$ cat config.mk
export PLATFORM = sky130hd
export DESIGN_NAME = cpwm_timer
export DESIGN_NICKNAME = d
export VERILOG_FILES = /design/src/core/cpwm_pkg.sv /design/src/core/cpwm_prescaler.sv /design/src/core/cpwm_timer.sv
export SDC_FILE = /design/constraint.sdc
export NUM_CORES = 1
export LEC_CHECK = 0
export ABC_CLOCK_PERIOD_IN_PS = 2400
export BUFFER_PORTS_ARGS = -buffer_cell sky130_fd_sc_hd__buf_2
export CAP_MARGIN = 30
export CORE_ASPECT_RATIO = 1.2
export CORE_MARGIN = 4
export CORE_UTILIZATION = 54
export CTS_BUF_LIST = sky130_fd_sc_hd__clkbuf_4
export CTS_CLUSTER_SIZE = 10
export DETAILED_ROUTE_END_ITERATION = 6
export PLACE_DENSITY = 0.85
export SYNTH_ARGS = -nofsm -noshare
export SYNTH_HDL_FRONTEND = slang
export SYNTH_SLANG_ARGS = --single-unit
$ cat constraint.sdc
create_clock -name aclk -period 2.4 [get_ports aclk]
set_input_delay 0.72 -clock aclk [delete_from_list [all_inputs] [get_ports aclk]]
set_output_delay 0.72 -clock aclk [all_outputs]
set_load 0.005 [all_outputs]
$ cat src/core/cpwm_pkg.sv
// constants, field layouts and carrier types of the cascaded 16-bit modulation / pulse timer
// ============================================================================
// Overview of operation
// - both 8-bit halves cascade into one 16-bit up-counter on the selected source tick
// - modulation mode: counter equals duty, output flop inverts, counter keeps counting
// - modulation mode: overflow inverts flop again, clears counter, raises period-end pulse
// - reset clears the output flop; otherwise initial-level bit sets its start level
// - modulation pin shows the inverse of the output flop
// - pulse pin shows the inverse of the output flop
// - modulation mode: duty written while running loads on the period-end event
// - modulation mode: duty written while stopped loads right after the write
// - modulation mode: duty read while running returns the active, older value
// - stopped counter holds the pin level until the next upper control write reloads it from the initial-level bit
// - upper control bit 3 runs; clearing bit 7 after stop drives the pin high
// - lower control 33H selects main clock divided by 8 and cascade operation
// - upper control 056H selects modulation with level 0; 05EH also starts
// - upper control 057H selects pulse generation with level 0; 05FH also starts
// - pulse mode: duty match inverts; period match inverts, clears, raises period end
// - pulse mode: duty and period are unbuffered, writes act at once
package cpwm_pkg;

	// ============================================================================
	// register map, one aligned word each
	localparam logic [7:0] OFF_LOWER_CTRL = 8'h00;
	localparam logic [7:0] OFF_UPPER_CTRL = 8'h04;
	localparam logic [7:0] OFF_DUTY_LOW = 8'h08;
	localparam logic [7:0] OFF_DUTY_HIGH = 8'h0C;
	localparam logic [7:0] OFF_PERIOD_LOW = 8'h10;
	localparam logic [7:0] OFF_PERIOD_HIGH = 8'h14;
	localparam logic [7:0] OFF_PRESCALE_CFG = 8'h18;
	localparam logic [7:0] OFF_STATUS = 8'h1C;

	localparam logic [7:0] LOWER_CTRL_RESET = 8'h00;
	localparam logic [7:0] UPPER_CTRL_RESET = 8'h00;
	localparam logic [15:0] DUTY_RESET = 16'h0000;
	localparam logic [15:0] PERIOD_RESET = 16'h0000;

	// ============================================================================
	// field codes
	localparam logic [2:0] OPM_CASCADE = 3'h3;
	localparam logic [2:0] MODE_PWM16 = 3'h6;
	localparam logic [2:0] MODE_PPG16 = 3'h7;
	localparam int unsigned STAT_RUN_BIT = 17;
	localparam int unsigned STAT_FLOP_BIT = 16;

	// source select codes of the lower control register
	localparam logic [2:0] SRC_TAP = 3'h0;
	localparam logic [2:0] SRC_DIV7 = 3'h1;
	localparam logic [2:0] SRC_DIV5 = 3'h2;
	localparam logic [2:0] SRC_DIV3 = 3'h3;
	localparam logic [2:0] SRC_SLOW = 3'h4;
	localparam logic [2:0] SRC_DIV1 = 3'h5;
	localparam logic [2:0] SRC_FAST = 3'h6;
	localparam logic [2:0] SRC_EXT = 3'h7;

	// divider exponents of the main clock and of the slow clock
	localparam int unsigned EXP_TAP_FAST = 11;
	localparam int unsigned EXP_TAP_SLOW = 3;
	localparam int unsigned EXP_DIV7 = 7;
	localparam int unsigned EXP_DIV5 = 5;
	localparam int unsigned EXP_DIV3 = 3;
	localparam int unsigned EXP_DIV1 = 1;

	localparam logic [1:0] RESP_OKAY = 2'h0;
	localparam logic [1:0] RESP_SLVERR = 2'h2;

	// ============================================================================
	// carriers
	typedef struct packed {
		logic spare7;
		logic [2:0] source_sel;
		logic spare3;
		logic [2:0] op_mode;
	} cpwm_lower_ctrl_t;

	typedef struct packed {
		logic initial_level;
		logic [2:0] aux;
		logic run;
		logic [2:0] mode;
	} cpwm_upper_ctrl_t;

	typedef enum logic [1:0] {
		CPWM_WS_IDLE = 2'b00,
		CPWM_WS_RESP = 2'b01
	} cpwm_wr_state_t;

endpackage

$ cat src/core/cpwm_prescaler.sv
// source tick generator: main clock divider, slow clock and external count input
`timescale 1ns/1ps
module cpwm_prescaler (
	input wire logic aclk,
	input wire logic aresetn,
	input wire logic [2:0] source_sel,
	input wire logic prescaler_tap_select,
	input wire logic slow_clk_pin,
	input wire logic external_count_input,
	output logic tick
);

	logic [10:0] div_q;
	logic [2:0] slow_sync_q;
	logic [2:0] ext_sync_q;
	logic [2:0] slow_div_q;
	logic slow_rise;
	logic ext_rise;
	logic tick_d;

	function automatic logic low_ones(input logic [10:0] v, input int unsigned e);
		logic [10:0] m;
		m = 11'((32'd1 << e) - 32'd1);
		return (v & m) == m;
	endfunction

	// stage 0 is only read by stage 1; edges are taken from stages 1 and 2
	always_ff @(posedge aclk) begin
		if (!aresetn) begin
			slow_sync_q <= 3'h0;
			ext_sync_q <= 3'h0;
		end else begin
			slow_sync_q <= {slow_sync_q[1:0], slow_clk_pin};
			ext_sync_q <= {ext_sync_q[1:0], external_count_input};
		end
	end

	assign slow_rise = slow_sync_q[1] & ~slow_sync_q[2];
	assign ext_rise = ext_sync_q[1] & ~ext_sync_q[2];

	always_ff @(posedge aclk) begin
		if (!aresetn) begin
			div_q <= 11'h000;
			slow_div_q <= 3'h0;
		end else begin
			div_q <= div_q + 11'h001;
			if (slow_rise) begin
				slow_div_q <= slow_div_q + 3'h1;
			end
		end
	end

	always_comb begin
		case (source_sel)
			cpwm_pkg::SRC_TAP: tick_d = prescaler_tap_select ?
				(slow_rise && low_ones({8'h00, slow_div_q}, cpwm_pkg::EXP_TAP_SLOW)) :
				low_ones(div_q, cpwm_pkg::EXP_TAP_FAST);
			cpwm_pkg::SRC_DIV7: tick_d = low_ones(div_q, cpwm_pkg::EXP_DIV7);
			cpwm_pkg::SRC_DIV5: tick_d = low_ones(div_q, cpwm_pkg::EXP_DIV5);
			cpwm_pkg::SRC_DIV3: tick_d = low_ones(div_q, cpwm_pkg::EXP_DIV3);
			cpwm_pkg::SRC_SLOW: tick_d = slow_rise;
			cpwm_pkg::SRC_DIV1: tick_d = low_ones(div_q, cpwm_pkg::EXP_DIV1);
			cpwm_pkg::SRC_FAST: tick_d = 1'b1;
			cpwm_pkg::SRC_EXT: tick_d = ext_rise;
			default: tick_d = 1'b0;
		endcase
	end

	always_ff @(posedge aclk) begin
		if (!aresetn) begin
			tick <= 1'b0;
		end else begin
			tick <= tick_d;
		end
	end

endmodule

$ cat src/core/cpwm_timer.sv
// cascaded 16-bit modulation / pulse generator with an AXI4-Lite register slave
`timescale 1ns/1ps
module cpwm_timer #(
	parameter int unsigned CNT_W = 16
) (
	input wire logic aclk,
	input wire logic aresetn,
	input wire logic [7:0] awaddr,
	input wire logic awvalid,
	output logic awready,
	input wire logic [31:0] wdata,
	input wire logic [3:0] wstrb,
	input wire logic wvalid,
	output logic wready,
	output logic [1:0] bresp,
	output logic bvalid,
	input wire logic bready,
	input wire logic [7:0] araddr,
	input wire logic arvalid,
	output logic arready,
	output logic [31:0] rdata,
	output logic [1:0] rresp,
	output logic rvalid,
	input wire logic rready,
	input wire logic slow_clk_pin,
	input wire logic external_count_input,
	output logic modulation_out_n,
	output logic pulse_gen_out_n,
	output logic period_end_irq
);

	// ============================================================================
	// elaboration check
	generate
		if (CNT_W != 16) begin : g_bad_width
			$error("cpwm_timer: counter width must be 16");
		end
	endgenerate

	localparam logic [CNT_W-1:0] CNT_MAX = '1;

	// ============================================================================
	// declarations
	cpwm_pkg::cpwm_wr_state_t ws_q;
	cpwm_pkg::cpwm_lower_ctrl_t lower_counter_control;
	cpwm_pkg::cpwm_upper_ctrl_t upper_counter_control;
	logic prescaler_tap_select;
	logic [7:0] aw_addr_q;
	logic [31:0] w_data_q;
	logic [3:0] w_strb_q;
	logic aw_got_q, w_got_q;
	logic aw_take, w_take, have_aw, have_w, wr_en;
	logic [7:0] wr_addr;
	logic [31:0] wr_data;
	logic [3:0] wr_strb;
	logic [31:0] rd_word;
	logic [15:0] duty_hold_q, duty_active_q, period_q;
	logic [CNT_W-1:0] cnt_q, cnt_nx;
	logic output_toggle_flop;
	logic tick, cascaded, pwm_mode, ppg_mode, running;
	logic duty_hit, end_evt, upper_wr;

	function automatic logic hit(input logic [7:0] a, input logic [7:0] off);
		return a[7:2] == off[7:2];
	endfunction

	function automatic logic mapped(input logic [7:0] a);
		return a[1:0] == 2'h0 && a <= cpwm_pkg::OFF_STATUS;
	endfunction

	// ============================================================================
	// write channel: address and data taken in either order
	assign aw_take = awvalid && awready;
	assign w_take = wvalid && wready;
	assign have_aw = aw_got_q || aw_take;
	assign have_w = w_got_q || w_take;
	assign wr_en = (ws_q == cpwm_pkg::CPWM_WS_IDLE) && have_aw && have_w;
	assign wr_addr = aw_got_q ? aw_addr_q : awaddr;
	assign wr_data = w_got_q ? w_data_q : wdata;
	assign wr_strb = w_got_q ? w_strb_q : wstrb;

	always_ff @(posedge aclk) begin
		if (!aresetn) begin
			ws_q <= cpwm_pkg::CPWM_WS_IDLE;
			awready <= 1'b0;
			wready <= 1'b0;
			bvalid <= 1'b0;
			bresp <= cpwm_pkg::RESP_OKAY;
			aw_got_q <= 1'b0;
			w_got_q <= 1'b0;
			aw_addr_q <= 8'h00;
			w_data_q <= 32'h0000_0000;
			w_strb_q <= 4'h0;
		end else begin
			case (ws_q)
				cpwm_pkg::CPWM_WS_IDLE: begin
					if (aw_take) begin
						aw_got_q <= 1'b1;
						aw_addr_q <= awaddr;
					end
					if (w_take) begin
						w_got_q <= 1'b1;
						w_data_q <= wdata;
						w_strb_q <= wstrb;
					end
					awready <= !have_aw;
					wready <= !have_w;
					if (wr_en) begin
						ws_q <= cpwm_pkg::CPWM_WS_RESP;
						bvalid <= 1'b1;
						bresp <= mapped(wr_addr) ? cpwm_pkg::RESP_OKAY : cpwm_pkg::RESP_SLVERR;
						aw_got_q <= 1'b0;
						w_got_q <= 1'b0;
						awready <= 1'b0;
						wready <= 1'b0;
					end
				end
				cpwm_pkg::CPWM_WS_RESP: begin
					if (bready) begin
						ws_q <= cpwm_pkg::CPWM_WS_IDLE;
						bvalid <= 1'b0;
						awready <= 1'b1;
						wready <= 1'b1;
					end
				end
				default: ws_q <= cpwm_pkg::CPWM_WS_IDLE;
			endcase
		end
	end

	// ============================================================================
	// read channel, answer one cycle after the address is taken
	always_comb begin
		rd_word = 32'h0000_0000;
		case (araddr[7:2])
			cpwm_pkg::OFF_LOWER_CTRL[7:2]: rd_word[7:0] = lower_counter_control;
			cpwm_pkg::OFF_UPPER_CTRL[7:2]: rd_word[7:0] = upper_counter_control;
			// while modulating, reads show the active value, not the pending one
			cpwm_pkg::OFF_DUTY_LOW[7:2]: rd_word[7:0] = (running && pwm_mode) ?
				duty_active_q[7:0] : duty_hold_q[7:0];
			cpwm_pkg::OFF_DUTY_HIGH[7:2]: rd_word[7:0] = (running && pwm_mode) ?
				duty_active_q[15:8] : duty_hold_q[15:8];
			cpwm_pkg::OFF_PERIOD_LOW[7:2]: rd_word[7:0] = period_q[7:0];
			cpwm_pkg::OFF_PERIOD_HIGH[7:2]: rd_word[7:0] = period_q[15:8];
			cpwm_pkg::OFF_PRESCALE_CFG[7:2]: rd_word[0] = prescaler_tap_select;
			cpwm_pkg::OFF_STATUS[7:2]: begin
				rd_word[15:0] = cnt_q;
				rd_word[cpwm_pkg::STAT_FLOP_BIT] = output_toggle_flop;
				rd_word[cpwm_pkg::STAT_RUN_BIT] = running;
			end
			default: rd_word = 32'h0000_0000;
		endcase
	end

	always_ff @(posedge aclk) begin
		if (!aresetn) begin
			arready <= 1'b0;
			rvalid <= 1'b0;
			rdata <= 32'h0000_0000;
			rresp <= cpwm_pkg::RESP_OKAY;
		end else if (rvalid) begin
			if (rready) begin
				rvalid <= 1'b0;
				arready <= 1'b1;
			end
		end else if (arvalid && arready) begin
			rvalid <= 1'b1;
			arready <= 1'b0;
			rdata <= mapped(araddr) ? rd_word : 32'h0000_0000;
			rresp <= mapped(araddr) ? cpwm_pkg::RESP_OKAY : cpwm_pkg::RESP_SLVERR;
		end else begin
			arready <= 1'b1;
		end
	end

	// ============================================================================
	// control and timer registers, byte lane 0 only
	// unaligned or unmapped addresses answer SLVERR and must not store anything
	assign upper_wr = wr_en && wr_strb[0] && mapped(wr_addr)
		&& hit(wr_addr, cpwm_pkg::OFF_UPPER_CTRL);

	always_ff @(posedge aclk) begin
		if (!aresetn) begin
			lower_counter_control <= cpwm_pkg::LOWER_CTRL_RESET;
			upper_counter_control <= cpwm_pkg::UPPER_CTRL_RESET;
			prescaler_tap_select <= 1'b0;
			duty_hold_q <= cpwm_pkg::DUTY_RESET;
			period_q <= cpwm_pkg::PERIOD_RESET;
		end else if (wr_en && wr_strb[0] && mapped(wr_addr)) begin
			if (hit(wr_addr, cpwm_pkg::OFF_LOWER_CTRL))
				lower_counter_control <= wr_data[7:0];
			if (upper_wr)
				upper_counter_control <= wr_data[7:0];
			if (hit(wr_addr, cpwm_pkg::OFF_PRESCALE_CFG))
				prescaler_tap_select <= wr_data[0];
			if (hit(wr_addr, cpwm_pkg::OFF_DUTY_LOW))
				duty_hold_q[7:0] <= wr_data[7:0];
			if (hit(wr_addr, cpwm_pkg::OFF_DUTY_HIGH))
				duty_hold_q[15:8] <= wr_data[7:0];
			if (hit(wr_addr, cpwm_pkg::OFF_PERIOD_LOW))
				period_q[7:0] <= wr_data[7:0];
			if (hit(wr_addr, cpwm_pkg::OFF_PERIOD_HIGH))
				period_q[15:8] <= wr_data[7:0];
		end
	end

	// ============================================================================
	// counter core
	assign cascaded = lower_counter_control.op_mode == cpwm_pkg::OPM_CASCADE;
	assign pwm_mode = cascaded && upper_counter_control.mode == cpwm_pkg::MODE_PWM16;
	assign ppg_mode = cascaded && upper_counter_control.mode == cpwm_pkg::MODE_PPG16;
	assign running = upper_counter_control.run && (pwm_mode || ppg_mode);
	assign cnt_nx = cnt_q + CNT_MAX + {{(CNT_W-1){1'b0}}, 1'b1} - CNT_MAX;
	// pulse mode compares the unbuffered register, so a write acts at once
	assign duty_hit = cnt_nx == (ppg_mode ? duty_hold_q : duty_active_q);
	assign end_evt = ppg_mode ? (cnt_nx == period_q) : (cnt_q == CNT_MAX);

	cpwm_prescaler u_prescaler (
		.aclk(aclk),
		.aresetn(aresetn),
		.source_sel(lower_counter_control.source_sel),
		.prescaler_tap_select(prescaler_tap_select),
		.slow_clk_pin(slow_clk_pin),
		.external_count_input(external_count_input),
		.tick(tick)
	);

	always_ff @(posedge aclk) begin
		if (!aresetn) begin
			cnt_q <= '0;
			output_toggle_flop <= 1'b0;
			period_end_irq <= 1'b0;
		end else begin
			period_end_irq <= 1'b0;
			if (!running) begin
				cnt_q <= '0;
				// level holds through a stop; the stopping write lands in the running
				// branch, so only a later control write reloads the flop from the level bit
				if (upper_wr)
					output_toggle_flop <= wr_data[7];
			end else if (tick) begin
				if (end_evt) begin
					cnt_q <= '0;
					period_end_irq <= 1'b1;
					output_toggle_flop <= output_toggle_flop ^ ~duty_hit;
				end else begin
					cnt_q <= cnt_nx;
					output_toggle_flop <= output_toggle_flop ^ duty_hit;
				end
			end
		end
	end

	// stopped: copy follows the write one cycle later; running modulation: load at period end
	always_ff @(posedge aclk) begin
		if (!aresetn) begin
			duty_active_q <= cpwm_pkg::DUTY_RESET;
		end else if (!running) begin
			duty_active_q <= duty_hold_q;
		end else if (pwm_mode && tick && end_evt) begin
			duty_active_q <= duty_hold_q;
		end
	end

	// pins are inverted flop levels, idle high outside their own mode
	always_ff @(posedge aclk) begin
		if (!aresetn) begin
			modulation_out_n <= 1'b1;
			pulse_gen_out_n <= 1'b1;
		end else begin
			modulation_out_n <= pwm_mode ? ~output_toggle_flop : 1'b1;
			pulse_gen_out_n <= ppg_mode ? ~output_toggle_flop : 1'b1;
		end
	end
endmodule

After elaboration in Yosys (flattened, before gate mapping)
Cells that the tools add are included.

Word-level logic and storage cells: 188. Register bits: 168. Output and inout bits: 44.

$add $sub $neg: 5. Equal/unequal tests: 37. Bitwise operators: 9. Magnitude comparators: 2. Multiplexer cells: 44. Reduce and logical (&&, ||, !) cells: 53.

Operators with widths (number): $mux 16 (4); $pmux 7 s7 (1); $eq 6x3->1 const B (7); $reduce_and 2->1 (19); $eq 16x16->1 (2); $mux 8 (4); $eq 3x3->1 const B (8); $eq 6x2->1 const B (4); $mux 1 (23); $mux 18 (1); $logic_and 1x1->1 (17); $add 16x1->16 const B (1); $add 16x16->16 const B (1); $eq 16x16->1 const B (1); $le 8x5->1 const B (2); $pmux 1 s8 (2); $sub 16x16->16 const B (1); $eq 6x1->1 const B (2); $logic_not 6->1 (2); $add 11x1->11 const B (1); $eq 11x11->1 const B (1); $mux 10 (1); $eq 3x2->1 const B (3); $mux 2 (4); other kinds (18) (38).

Longest topological paths before layout
Depth after elaboration: 9. Depth in mapped cells: 12. Depth with buffers taken out: 10.

By module
From an unflattened synthesis, not the netlist that was laid out.

Cell total of the unflattened synthesis: 957. Area, all modules: 8114.0 um2.

By module, submodules not included: cpwm_timer (seq. area each 2582.5 um2, times used 1, cells each 863, area an instance 7209.4 um2); cpwm_prescaler (seq. area each 420.4 um2, times used 1, cells each 94, area an instance 904.6 um2).

Worst setup path after synthesis
No wires, ideal clock.

Kind: reg-to-reg. Start point: reg cnt_q[1]. End point: reg cnt_q[4]. Setup time: 128 ps. Path slack: -215 ps. Cell stages (with the launch flop): 13. Buffers on the path: 2. Arrival: 2487 ps. Data required time: 2272 ps. Cell sequence: dfxtp_1 > ha_1 > and3_1 > buf_2 > nand3_1 > xor2_1 > o221ai_1 > nor4_1 > a31o_2 > buf_2 > o21ai_0 > a22oi_1 > nor2_1.

Cells in the longest elaborated chain, start to end: 6. Elaborated cells between the ends (all ways): 7.

Ends and longest elaborated chain: start, declared (line cpwm_timer.sv:58) `logic [CNT_W-1:0] cnt_q, cnt_nx;`; start signal, assigned (line cpwm_timer.sv:247) `cnt_q <= cnt_nx;`; $add 16x16->16 (line cpwm_timer.sv:213) `assign cnt_nx = cnt_q + CNT_MAX + {{(CNT_W-1){1'b0}}, 1'b1} - CNT_MAX;`; $add 16x1->16 (line cpwm_timer.sv:213); $sub 16x16->16 (line cpwm_timer.sv:213); $eq 16x16->1 (line cpwm_timer.sv:216) `assign end_evt = ppg_mode ? (cnt_nx == period_q) : (cnt_q == CNT_MAX);`; $mux 1 (line cpwm_timer.sv:216); $mux 16 (*) (line cpwm_timer.sv:242) `if (end_evt) begin`.

Every way passes the cells marked *; elsewhere a longest branch is shown, timed or not. A chain may end at the register's enable or synchronous reset.

Final worst setup path
Start point: reg cnt_q[1]. End point: reg output_toggle_flop.

Cells in the longest elaborated chain, start to end: 9. Elaborated cells between the ends (all ways): 13.

Ends and longest elaborated chain: $add 16x16->16 (line cpwm_timer.sv:213); $add 16x1->16 (line cpwm_timer.sv:213); $sub 16x16->16 (line cpwm_timer.sv:213); $eq 16x16->1 (line cpwm_timer.sv:215) `assign duty_hit = cnt_nx == (ppg_mode ? duty_hold_q : duty_active_q);`; $not 1->1 (line cpwm_timer.sv:245) `output_toggle_flop <= output_toggle_flop ^ ~duty_hit;`; $xor 1x1->1 (line cpwm_timer.sv:245); $mux 1 (*) (line cpwm_timer.sv:242); $mux 1 (*) (line cpwm_timer.sv:241) `end else if (tick) begin`; $mux 1 (*) (line cpwm_timer.sv:235) `if (!running) begin`; end signal, assigned (line cpwm_timer.sv:240) `output_toggle_flop <= wr_data[7];`; end signal, assigned (line cpwm_timer.sv:245); end signal, assigned (line cpwm_timer.sv:248) `output_toggle_flop <= output_toggle_flop ^ duty_hit;`; end, declared (line cpwm_timer.sv:59) `logic output_toggle_flop;`.

Every way passes the cells marked *; elsewhere a longest branch is shown, timed or not. The select of a mux whose other input is x is not followed.

==> results_dict.tcl <==
set metrics [dict create \
    maxSlewViolCount 0 \
    multiInputGateArea_mm2 0.004908 \
    die_y_um 140.3 \
    ys.flop_type "dfxtp_1" \
    rsz0062_at_grt "true" \
    avgSynthCellArea_um2 8.816 \
    synth_area_leader_cell "dfxtp_1" \
    powerDensity_mw_per_mm2 438.1 \
    grt_max_degree 59 \
    synthXorXnorAreaFrac 0.06239 \
    core_area_mm2 0.01435 \
    crit_required_ns 2.87 \
    clk_latency_ns 0.57 \
    worstMarginPinSlew_ns 0.6746 \
    synth.area.top_cells "dfxtp_1 38%, mux2i_1 12%, nor2b_1 5.2%" \
    grt_first_pass_wirelength_um 35420 \
    yosysTopAreaCellShare 0.3810 \
    cap_violations 0 \
    fmax_mhz 387.4 \
    power.switching_mw 1.141 \
    setup_tns_ns -4.207 \
    fp.dieW_um 118.3 \
    dieArea_mm2 0.01660 \
    ys_warn_count 0 \
    min_path_type "primary input to flip-flop" \
    cts.clk_slew.worst_paths_ns 0.13 \
    utilization 0.6851 \
    status "finished, violations left" \
    period_minus_slack_ns 2.581 \
    tritoncts "yes" \
    netlist_area_mm2 0.007881 \
    finalHoldViolations 0 \
    swShare 0.2648 \
    ios 105 \
    critPathKind "flip-flop to flip-flop" \
    nets 1118 \
    worst_slack_ns -0.1812 \
    combPwrFrac 0.072 \
    gp_congestion 0.9220 \
    synth_top_family_by_area "simple AND/OR/NAND/NOR gates" \
    synthDistinctLibCells 59 \
    antenna_found_initial 1 \
    crit_fanout 5 \
    cts_root_buf "clkbuf_4" \
    ant_nets 0 \
    seq_area_mm2 0.003025 \
    start_util 0.5491 \
    filler_cell_count 1042 \
    portBuffers 61 \
    violations "negative setup slack" \
    cts_hold_buf 0 \
    yosys.area_share.simple 0.2310 \
    dr.pass1.iters 5 \
    cts.sinks 150 \
    fin_cells 1239 \
    power_mw 4.308 \
    period_share 1.075 \
    clockBufferDepth 2 \
    synthMuxAreaShare 0.1324 \
    core.rowCount 48 \
    synth_cells 894 \
    critPathArrivalTime_ns 3.05 \
    grt.total_usage 0.2647 \
    seq_area_frac_synth 0.3810 \
    slew_headroom 0.5486 \
    synth-compound-area-share 0.1327 \
    dr.first_iter.drc_count 592 \
    dpl.hpwl_um 15180 \
    wire_per_inst_um 17.89 \
    grt_pass1_vias 7023 \
    endpoint_kind "flip-flop" \
    drc 0 \
    final_layout_size_suffix_gt1_frac 0.2926 \
    cts_made_buffers 17 \
    finalClockSkew_ns 0.01979 \
    start_kind "flip-flop" \
    pwr-share-seq 0.592 \
    p_int_mw 3.167 \
    syn_to_final_growth_pct 24.77 \
    viasPerCell 5.798 \
    wl_um 22170 \
    synthArstFlopShare 0 \
    cts_max_level 4 \
    postPlaceCellArea_mm2 0.008969 \
    synthAdderAreaFrac 0.009525 \
    p_leak_nw 3.882 \
    dp_cells 1180 \
    pwr-share-clk 0.337 \
    setup_viol 33 \
    grt_overflow 0 \
    ys_ff_latch 150 \
    synth_edf_count 0 \
    via_count 7184 \
    design_area_mm2 0.009833 \
    ir_drop_mv 0.3917 \
]
[state kept, by name, summed over array words and instances (netlist names), 3 cells and up]
| signal | flops |
|---|---|
| duty_hold_q | 16 |
| u_prescaler.slow_sync_q | 3 |
| cnt_q | 16 |
| period_q | 16 |
| rdata | 18 |
| u_prescaler.ext_sync_q | 3 |
| duty_active_q | 16 |
| aw_addr_q | 8 |
| upper_counter_control | 8 |
| w_data_q | 8 |
| lower_counter_control | 8 |
| u_prescaler.slow_div_q | 3 |
| u_prescaler.div_q | 11 |
[what timing repair did]
action	in CTS	in global routing
setup endpoints to repair	33	35
pin swaps	45	20
gates resized for setup	73	25
setup buffers	20	6
gates cloned	3	0
[synthesized netlist by cell type (all sizes together) (3+ instances only)]
cell	n
a211oi	3
a21boi	28
a21o	7
a21oi	20
a22oi	22
a31oi	8
and2	22
and3	10
buf	39
clkbuf	32
dfxtp	150
ha	6
inv	6
mux2	10
mux2i	93
nand2	108
nand2b	5
nand3	34
nand3b	8
nand4	11
nor2	43
nor2b	65
nor3	12
nor3b	4
nor4	12
nor4b	3
o21ai	48
o22ai	7
or2	3
or3	3
xnor2	32
xor2	19
[stage by stage]
stage	setup WS (ns)	hold slack, ns
2_1_floorplan	-0.01333	0.4119
3_3_place_gp	-0.2398	0.4132
3_5_place_dp	-0.2721	0.4191
4_1_cts	-0.1059	0.3326
5_1_grt	-0.2657	0.3194
6_report	-0.1812	0.3500
[power by group through the flow]
stage	Clock (mW)	Sequential, mW	Combinational, mW
finish	1.45	2.55	0.309
global route	1.59	2.56	0.343
CTS	1.47	2.55	0.305
detailed placement	0	2.61	0.302
global placement	0	2.61	0.296
floorplan	0	2.60	0.209
[cell usage in the layout (no fill, tap or decap), drive strengths merged, types with 4 or more instances in the layout]
cell / Yosys / routed
a21boi: 28 / 28
a21o: 7 / 7
a21oi: 20 / 20
a22oi: 22 / 22
a31oi: 8 / 9
and2: 22 / 22
and3: 10 / 10
buf: 39 / 193
clkbuf: 32 / 18
clkinv: 1 / 8
conb: 1 / 16
dfxtp: 150 / 150
ha: 6 / 6
inv: 6 / 9
mux2: 10 / 10
mux2i: 93 / 93
nand2: 108 / 108
nand2b: 5 / 5
nand3: 34 / 34
nand3b: 8 / 8
nand4: 11 / 11
nor2: 43 / 43
nor2b: 65 / 65
nor3: 12 / 12
nor3b: 4 / 4
nor4: 12 / 12
o21ai: 48 / 48
o22ai: 7 / 7
xnor2: 32 / 32
xor2: 19 / 19
[layout make-up]
type                       instances  share of cell area
inverter                           7            0.002672
multi-input combinational        682              0.4992
tap                              175             0.02227
timing repair buffer             193              0.1433
clock buffer                      18             0.01374
clock inverter                    13             0.01094
antenna                            1           0.0002545
sequential                       150              0.3077
[worst paths after layout]
| path | startpoint | end | slack (ns) | cells past startpoint |
|---|---|---|---|---|
| worst max-delay path | cnt_q[1] | output_toggle_flop | -0.18 | 12 |
| worst min register to register | u_prescaler.slow_sync_q[0] | u_prescaler.slow_sync_q[1] | 0.45 | 1 |
| worst min-delay path | external_count_input | u_prescaler.ext_sync_q[0] | 0.35 | 2 |
| worst max register to register | cnt_q[1] | output_toggle_flop | -0.18 | 12 |
[critical path, stage by stage, from the launching register on]
cell and delay [ns]:
dfxtp_2 0.37, ha_4 0.16, and3_4 0.19, buf_6 0.12
nand4_1 0.19, xor2_2 0.26, xor2_1 0.15, and3_4 0.17
buf_4 0.14, a31oi_4 0.28, xor2_2 0.23, xnor2_1 0.15
o21ai_1 0.08
[routing by layer]
layer,wire length (um),GRT usage,vias to the layer above
met2,10980,0.4535,308
met3,1453,0.05412,94
met5,0,0,-
li1,-,-,3403
met1,8564,0.3113,3379
met4,1175,0.1407,0
[cell families (layout without fill, tap and decap cells)]
logic type / count (synthesis) / after routing
adders and majority gates: 6 / 6
buffers and inverters: 78 / 231
muxes: 103 / 103
AOI/OAI and AO/OA: 158 / 159
other: 1 / 17
and+or+nand+nor: 345 / 345
DFF: 150 / 150
xor gates and xnor gates: 53 / 53
No activity file was read; power rests on OpenSTA's default activity.
